==> config.mk <==
export PLATFORM = sky130hd
export DESIGN_NAME = ulm_led_map
export DESIGN_NICKNAME = d
export VERILOG_FILES = /design/src/pkg/ulm_pkg.sv /design/src/verilog/ulm_led_map.sv /design/src/verilog/ulm_sync.sv
export SDC_FILE = /design/constraint.sdc
export NUM_CORES = 1
export LEC_CHECK = 0
export ABC_AREA = 1
export BUFFER_PORTS_ARGS = -buffer_cell sky130_fd_sc_hd__clkbuf_2
export CORE_ASPECT_RATIO = 0.75
export CORE_MARGIN = 2
export CORE_UTILIZATION = 40
export CTS_BUF_LIST = sky130_fd_sc_hd__clkbuf_8
export CTS_CLUSTER_DIAMETER = 50
export DETAILED_ROUTE_END_ITERATION = 10
export GPL_TIMING_DRIVEN = 0
export HOLD_SLACK_MARGIN = 0.1
export SYNTH_ARGS = -nofsm -noshare
export SYNTH_HDL_FRONTEND = slang
export SYNTH_HIERARCHICAL = 1
export SYNTH_SLANG_ARGS = --single-unit
==> constraint.sdc <==
create_clock -name sys_clk -period 1.1 [get_ports sys_clk]
set_input_delay 0.055 -clock sys_clk [delete_from_list [all_inputs] [get_ports sys_clk]]
set_output_delay 0.055 -clock sys_clk [all_outputs]
set_load 0.01 [all_outputs]
==> src/pkg/ulm_pkg.sv <==
// Package for the user LED mapping register bank.
// Assumes a byte-wide register port driven by the serial interface engine.
package ulm_pkg;
   localparam logic [7:0] ULM_GREEN_MAP_OFS = 8'h18;
   localparam logic [7:0] ULM_BLUE_MAP_OFS  = 8'h19;
   localparam logic [7:0] ULM_MAP_RESET     = 8'h00;
   localparam logic [7:0] ULM_READ_UNMAPPED = 8'h00;
   // Indicator bit positions inside each mapping byte
   localparam int ULM_BIT_BACKUP_ACTIVE  = 0;
   localparam int ULM_BIT_CELL_POWER     = 1;
   localparam int ULM_BIT_CHARGING       = 2;
   localparam int ULM_BIT_INFO_TEMP      = 3;
   localparam int ULM_BIT_FAN            = 4;
   localparam int ULM_BIT_SWITCH_OUTPUT  = 5;
   localparam int ULM_BIT_HOST_SUPPLY    = 6;
   localparam int ULM_BIT_OUTSIDE_INPUT  = 7;
   // User LED indices
   localparam int ULM_LED_GREEN = 0;
   localparam int ULM_LED_BLUE  = 1;
   localparam int ULM_NUM_LEDS  = 2;
   // Buttons: the low three are the user buttons
   localparam int ULM_NUM_BUTTONS = 6;
   localparam int ULM_NUM_USER_BUTTONS = 3;
   localparam int ULM_SYNC_STAGES = 2;

   typedef struct packed
   {
      logic       wr;
      logic       rd;
      logic [7:0] addr;
      logic [7:0] wdata;
   } ulm_reg_req_t;

   typedef struct packed
   {
      logic [ULM_NUM_LEDS-1:0] wr;
      logic [ULM_NUM_LEDS-1:0] on;
   } ulm_led_cmd_t;
endpackage

==> src/verilog/ulm_led_map.sv <==
// User LED mapping register bank with button status.
// Assumes the serial interface engine presents decoded register accesses
// and that indicator levels and status updates come from same-clock logic.
`timescale 1ns/100ps
module ulm_led_map
   import ulm_pkg::*;
(
   input  wire logic                           sys_clk,
   input  wire logic                           resetn,
   input  wire ulm_reg_req_t                   reg_req,
   output logic      [7:0]                     reg_rdata,
   output logic                                reg_rvalid,
   input  wire ulm_led_cmd_t                   led_cmd,
   input  wire logic [7:0]                     sys_indicators,
   input  wire logic                           status_update,
   input  wire logic [ULM_NUM_BUTTONS-1:0]     button_pin,
   output logic      [ULM_NUM_LEDS-1:0]        user_led_on,
   output logic      [ULM_NUM_USER_BUTTONS-1:0] user_button_state,
   output logic      [ULM_NUM_BUTTONS-1:ULM_NUM_USER_BUTTONS] sys_button_state
);
   logic [7:0]                 map_reg  [ULM_NUM_LEDS];
   logic [7:0]                 map_next [ULM_NUM_LEDS];
   logic [ULM_NUM_LEDS-1:0]    led_reg;
   logic [ULM_NUM_LEDS-1:0]    led_next;
   logic [7:0]                 rdata_reg;
   logic [7:0]                 rdata_next;
   logic                       rvalid_reg;
   logic                       rvalid_next;
   logic [ULM_NUM_BUTTONS-1:0] btn_sync;
   logic [ULM_NUM_BUTTONS-1:0] btn_reg;
   logic [ULM_NUM_BUTTONS-1:0] btn_next;
   logic [7:0]                 map_ofs  [ULM_NUM_LEDS];

   assign map_ofs[ULM_LED_GREEN] = ULM_GREEN_MAP_OFS;
   assign map_ofs[ULM_LED_BLUE]  = ULM_BLUE_MAP_OFS;

   ulm_sync #(
      .WIDTH (ULM_NUM_BUTTONS)
   ) u_sync (
      .sys_clk  (sys_clk),
      .resetn   (resetn),
      .pin_in   (button_pin),
      .sync_out (btn_sync)
   );

   // Mapping bytes and LED state, one pass per user LED
   always_comb
   begin
      for (int i = 0; i < ULM_NUM_LEDS; i++)
      begin
         map_next[i] = map_reg[i];
         if (reg_req.wr && reg_req.addr == map_ofs[i])
         begin
            map_next[i] = reg_req.wdata;
         end
         led_next[i] = led_reg[i];
         if (led_cmd.wr[i])
         begin
            led_next[i] = led_cmd.on[i];
         end
         // Status update wins over a same-cycle command, as it comes later in
         // the system's refresh; an empty map never touches the LED.
         if (status_update && map_reg[i] != '0)
         begin
            led_next[i] = |(map_reg[i] & sys_indicators);
         end
      end
   end

   // Register reads answer one cycle later; unmapped offsets read zero
   always_comb
   begin
      rvalid_next = reg_req.rd;
      rdata_next  = ULM_READ_UNMAPPED;
      if (reg_req.rd)
      begin
         case (reg_req.addr)
            ULM_GREEN_MAP_OFS: rdata_next = map_reg[ULM_LED_GREEN];
            ULM_BLUE_MAP_OFS:  rdata_next = map_reg[ULM_LED_BLUE];
            default:           rdata_next = ULM_READ_UNMAPPED;
         endcase
      end
      btn_next = btn_sync;
   end

   always_ff @(posedge sys_clk)
   begin
      if (!resetn)
      begin
         for (int i = 0; i < ULM_NUM_LEDS; i++)
         begin
            map_reg[i] <= ULM_MAP_RESET;
         end
         led_reg    <= '0;
         rdata_reg  <= '0;
         rvalid_reg <= 1'b0;
         btn_reg    <= '0;
      end
      else
      begin
         for (int i = 0; i < ULM_NUM_LEDS; i++)
         begin
            map_reg[i] <= map_next[i];
         end
         led_reg    <= led_next;
         rdata_reg  <= rdata_next;
         rvalid_reg <= rvalid_next;
         btn_reg    <= btn_next;
      end
   end

   assign user_led_on       = led_reg;
   assign reg_rdata         = rdata_reg;
   assign reg_rvalid        = rvalid_reg;
   assign user_button_state = btn_reg[ULM_NUM_USER_BUTTONS-1:0];
   assign sys_button_state  = btn_reg[ULM_NUM_BUTTONS-1:ULM_NUM_USER_BUTTONS];

   // Checking logic
   logic [1:0] warm_cnt;
   always_ff @(posedge sys_clk)
   begin
      if (!resetn)
      begin
         warm_cnt <= 2'd0;
      end
      else if (warm_cnt != 2'd3)
      begin
         warm_cnt <= warm_cnt + 2'd1;
      end
   end
endmodule

==> src/verilog/ulm_sync.sv <==
// Two-stage synchroniser bank for the push-button pins.
// Assumes raw asynchronous pins; only stage two is read downstream.
`timescale 1ns/100ps
module ulm_sync
   import ulm_pkg::*;
#(
   parameter int WIDTH = ULM_NUM_BUTTONS
)
(
   input  wire logic             sys_clk,
   input  wire logic             resetn,
   input  wire logic [WIDTH-1:0] pin_in,
   output logic      [WIDTH-1:0] sync_out
);
   logic [WIDTH-1:0] meta_reg;
   logic [WIDTH-1:0] meta_next;
   logic [WIDTH-1:0] sync_reg;
   logic [WIDTH-1:0] sync_next;

   genvar i;
   generate
      for (i = 0; i < WIDTH; i++)
      begin : g_bit
         always_comb
         begin
            meta_next[i] = pin_in[i];
            sync_next[i] = meta_reg[i];
         end
      end
   endgenerate

   always_ff @(posedge sys_clk)
   begin
      if (!resetn)
      begin
         meta_reg <= '0;
         sync_reg <= '0;
      end
      else
      begin
         meta_reg <= meta_next;
         sync_reg <= sync_next;
      end
   end

   assign sync_out = sync_reg;
endmodule
=== After elaboration in Yosys (flattened, before gate mapping) ===
Memories as Yosys holds them, arrays and structs flattened.
Index checks and enable logic that the tools add are counted.

* Muxes and demuxes: 11
* Equality and inequality tests: 2
* Bitwise operators: 4
* Divide/modulo/power cells: 0
* Shifts and indexed selects: 0
* Add/subtract/negate cells: 0
* Reductions and logical operators: 11
* Magnitude comparators: 0
* Multipliers: 0

{| class="wikitable"
|+ Operators with widths
! operator !! number
|-
| $mux 8 || 4
|-
| $and 8x8->8 || 2
|-
| $eq 8x5->1 const B || 2
|-
| $pmux 8 s2 || 1
|-
| $reduce_bool 8->1 || 2
|-
| $reduce_or 8->1 || 2
|-
| $mux 1 || 6
|-
| $logic_and 1x1->1 || 4
|-
| $reduce_bool 2->1 || 2
|-
| $or 1x1->1 || 2
|-
| $reduce_and 2->1 || 1
|}

* Bits in registers: 29
* Latch bits: 0
* Word-level logic and storage cells: 36
* Memories kept: 1
* Bits in read-only memories: 0
* Output and inout bits: 17
* Bits in writable memories: 16
* Input port bits: 39

{| class="wikitable"
|+ Memories
! memory !! words !! bits a word !! read ports !! clocked after memory_dff !! write ports !! RTL line !! RTL
|-
| map_reg || 2 || 8 || 2 || 0 || 2 || ulm_led_map.sv:21 || <nowiki>logic [7:0] map_reg [ULM_NUM_LEDS];</nowiki>
|}

=== Logic depth before layout (Yosys ltp) ===
* Word-level depth: 4
* Mapped depth: 8
* Depth with buffers taken out: 8

=== By module ===
Netlist, hierarchy kept.

{| class="wikitable"
|+ By module, submodules not included
! module !! sequential area each (µm²) !! instances !! cells an instance !! area an instance (µm²)
|-
| ulm_led_map || 660.6 || 1 || 225 || 1491.4
|-
| ulm_sync || 240.2 || 1 || 37 || 341.6
|}

=== Least setup slack after synthesis ===
OpenSTA, ideal clock, no wires.

* Kind: register to register
* From: memory map_reg[1][2], in the netlist map_reg[0][10]
* To: register led_reg[1], in the netlist user_led_on[1]
* Arrival time: 0.873 ns
* Cell stages (with the launch flop): 8
* Buffers on the path: 0
* Clock period less this slack: 0.928 ns
* Slack: 0.172 ns
* Data required time: 1.044 ns
* Library setup time: 0.056 ns
* Cells stage by stage: dfxtp_1 > nor2_1 > nand2_1 > o21ai_0 > nand2_1 > nand3_1 > nand2_1 > inv_1

{| class="wikitable"
|+ RTL lines
! item !! RTL line !! RTL
|-
| from (decl) || ulm_led_map.sv:21 ||
|-
| to (signal assigned) || ulm_led_map.sv:105 || <nowiki>led_reg <= led_next;</nowiki>
|-
| to (decl) || ulm_led_map.sv:23 || <nowiki>logic [ULM_NUM_LEDS-1:0] led_reg;</nowiki>
|}

==> out/results.tsv <==
stage	metric	value	unit
worst_setup_path	Crit path required time	1.33	ns
run_status	outcome	completed	
grt	first-pass GRT wire length	6.38	mm
sta	Max Slew Vio Count	0	
detailed_routing	initial DRC count	73	
worst_setup_path	CP top delay family	buffers and inverters	
clocking	CTS buffer count	5	
clocking	Clock Tree Buf Depth	2	
min_path	WHS Path Cells	4	
sta	fmax	978	MHz
cells_and_area	design area	0.00243	mm2
sta	Setup Skew	0.00180	ns
cells_and_area	fillers	460	
sta	count of final setup violators	0	
sta	Final Hold Viols	0	
placement	placer congestion estimate	0.901	
sta	WHS	0.122	ns
min_path	worst hold path type	input pin to flop	
grt	vias in the first global route	1504	
flow_run	number of max-cap violations	0	
worst_setup_path	Worst setup SP type	input pin	
sta	RSZ-0062 raised after global routing	yes	
worst_setup_path	Critical Path Max Stage Delay	0.52	ns
cells_and_area	fin cells	398	
worst_setup_path	Critical R2R Launch	map_reg[0][9]	
worst_setup_path	CP arrival	1.26	ns
worst_setup_path	critical-path cell list	dlygate4sd3_1, clkbuf_2, buf_4, clkbuf_4, nand2_1, nor2_1	
worst_setup_path	Crit path depth	6	
sta	setup TNS	0	ns
sta	Rel. slew slack	86.0	%
cells_and_area	most common cell after layout, fill and taps aside	nand2_1	
power_and_ir_drop	pwr dens	1180	mW/mm2
worst_setup_path	crit-path max FO	10	
floorplanning	Initial Util	41.3	%
placement	Placed Cells	374	
power_and_ir_drop	Peak VDD IR	0.000497	V
detailed_routing	Via-to-Cell Ratio	4.22	
cells_and_area	Finished Core Util	54.7	%
power_and_ir_drop	leakage power	1.38	nW
detailed_routing	WL per Instance	10.0	um
worst_setup_path	crit path launch	resetn	
cells_and_area	share of cells above drive strength 1	23.5	%
cells_and_area	most frequent cells in the layout	98 x nand2_1, 55 x clkbuf_2, 46 x nor2_1, 43 x inv_1, 42 x dfxtp_1	
clocking	post-CTS setup buffer count	0	
floorplanning	Die Span Y	62.6	um
cells_and_area	fin nets	379	
clocking	Clock Pin Slew Worst Setup and Hold Paths	0.08	ns
floorplanning	Ports	56	
grt	Total GRT Usage	16.5	%
detailed_routing	Routed WL	3.99	mm
detailed_routing	final antenna-violating net count	0	
clocking	Clock Sinks	45	
logic_synthesis	Distinct cells, synth	17	
sta	period utilisation layout	92.9	%
power_and_ir_drop	total power	2.88	mW
grt	largest net degree at the start of global routing	14	
floorplanning	Core Box Area	0.00444	mm2
clocking	H-tree lvl count	2	
cells_and_area	Ant. Diodes	0	
clocking	Root Buffer	clkbuf_8	
detailed_routing	DRC viols	0	
logic_synthesis	synth warn	6	
cells_and_area	max reg flops	16	
logic_synthesis	sequential area share after synthesis	49.1	%
worst_setup_path	R2R depth	7	
grt	total grt overflow	0	
sta	Worst Tran Pin Value	0.209	ns
clocking	CTS tree	built	
placement	detailed placement HPWL	3.00	mm
logic_synthesis	Seq cells post-synth	45	
placement	IO Port Bufs	55	
cells_and_area	Seq. cell area	905	um2
min_path	hold wc startpoint	led_cmd[0]	
logic_synthesis	synthesized area per cell	7.00	um2
placement	Setup WS pre-CTS	0.0205	ns
clocking	worst skew pair latency	0.29	ns
cells_and_area	area growth from synthesis to final layout	32.6	%
cells_and_area	multi-input logic area	702	um2
grt	initial antenna violation count	0	
worst_setup_path	Worst path slowest cell	dlygate4sd3_1	
floorplanning	total die area	0.00515	mm2
worst_setup_path	critical path type	input pin to flop	
placement	dpl cell area	0.00218	mm2
floorplanning	Cell Rows	21	
logic_synthesis	Synthesized Nets	301	
worst_setup_path	kind of end point of the critical path	flop	
logic_synthesis	Synth Instances	262	
detailed_routing	drt pass-1 iters	4	
floorplanning	die width	82.2	um
logic_synthesis	Post-Syn Area	0.00183	mm2
worst_setup_path	CP bufs+invs	4	
sta	setup ws final	0.0779	ns
sta	final critical-path required period	1.02	ns
detailed_routing	vias	1681	
[worst reg2reg max path: cells and delay by family (launching register included)]
family / cells / cell delay, ns
flops: 1 / 0.35
buf+inv: 1 / 0.04
compound gates: 1 / 0.18
simple gates: 5 / 0.41
[what timing repair did]
action	CTS	global route
endpoints found under the setup margin	0	15
resized for setup	0	6
endpoints found under the hold margin	22	1
hold buffers	15	1
[power by group]
group / total [mW] / switching (mW) / internal, mW
logic: 0.240 / 0.111 / 0.130
registers: 1.67 / 0.00957 / 1.66
clock network: 0.969 / 0.538 / 0.431
[routing by layer]
metal	GRT usage, %	vias up	share of wire, %
met5	0	-	0
met2	24.1	55	41
met3	4.77	6	6.6
li1	-	921	-
met1	22.9	699	51
met4	6.04	0	1.3
[kinds of logic after synthesis]
| family | synth area share, % |
|---|---|
| flops | 49.1 |
| compound gates | 2.46 |
| buf+inv | 12.7 |
| mux | 0.614 |
| simple gates | 35.1 |
[final timing paths]
| path | endpoint | slack [ns] |
|---|---|---|
| hold / removal | user_led_on[0] | 0.12 |
| hold reg to reg | btn_reg[4] | 0.42 |
| setup / recovery | map_reg[0][7] | 0.08 |
| setup reg to reg | user_led_on[1] | 0.09 |
[synthesized netlist by cell type]
| cell | n | share of area [%] |
|---|---|---|
| buf_4 | 3 | 1.2 |
| nand4_1 | 4 | 1.4 |
| and2_1 | 2 | 0.68 |
| nand3_1 | 1 | 0.27 |
| o21ai_0 | 1 | 0.27 |
| buf_2 | 1 | 0.27 |
| nor3_2 | 2 | 1.1 |
| inv_1 | 42 | 8.6 |
| dfxtp_1 | 45 | 49 |
| nor2_1 | 46 | 9.4 |
| nand3_2 | 2 | 1.1 |
| buf_6 | 3 | 1.8 |
| a21oi_1 | 8 | 2.2 |
| nand2_1 | 99 | 20 |
| clkbuf_8 | 1 | 0.75 |
| mux2_2 | 1 | 0.61 |
| nor3_4 | 1 | 0.89 |
[cell type report]
cell class                      instances  share of cell area (%)
Timing Repair Buffer                   71                    17.9
Buffer                                  8                    3.19
Clock inverter                          3                   0.566
Clock buffer                            5                    2.83
Sequential cell                        45                    37.2
Inverter                               42                    6.48
Multi-Input combinational cell        167                    28.9
Tap cell                               57                    2.93
No activity file was read; power rests on OpenSTA's default activity.
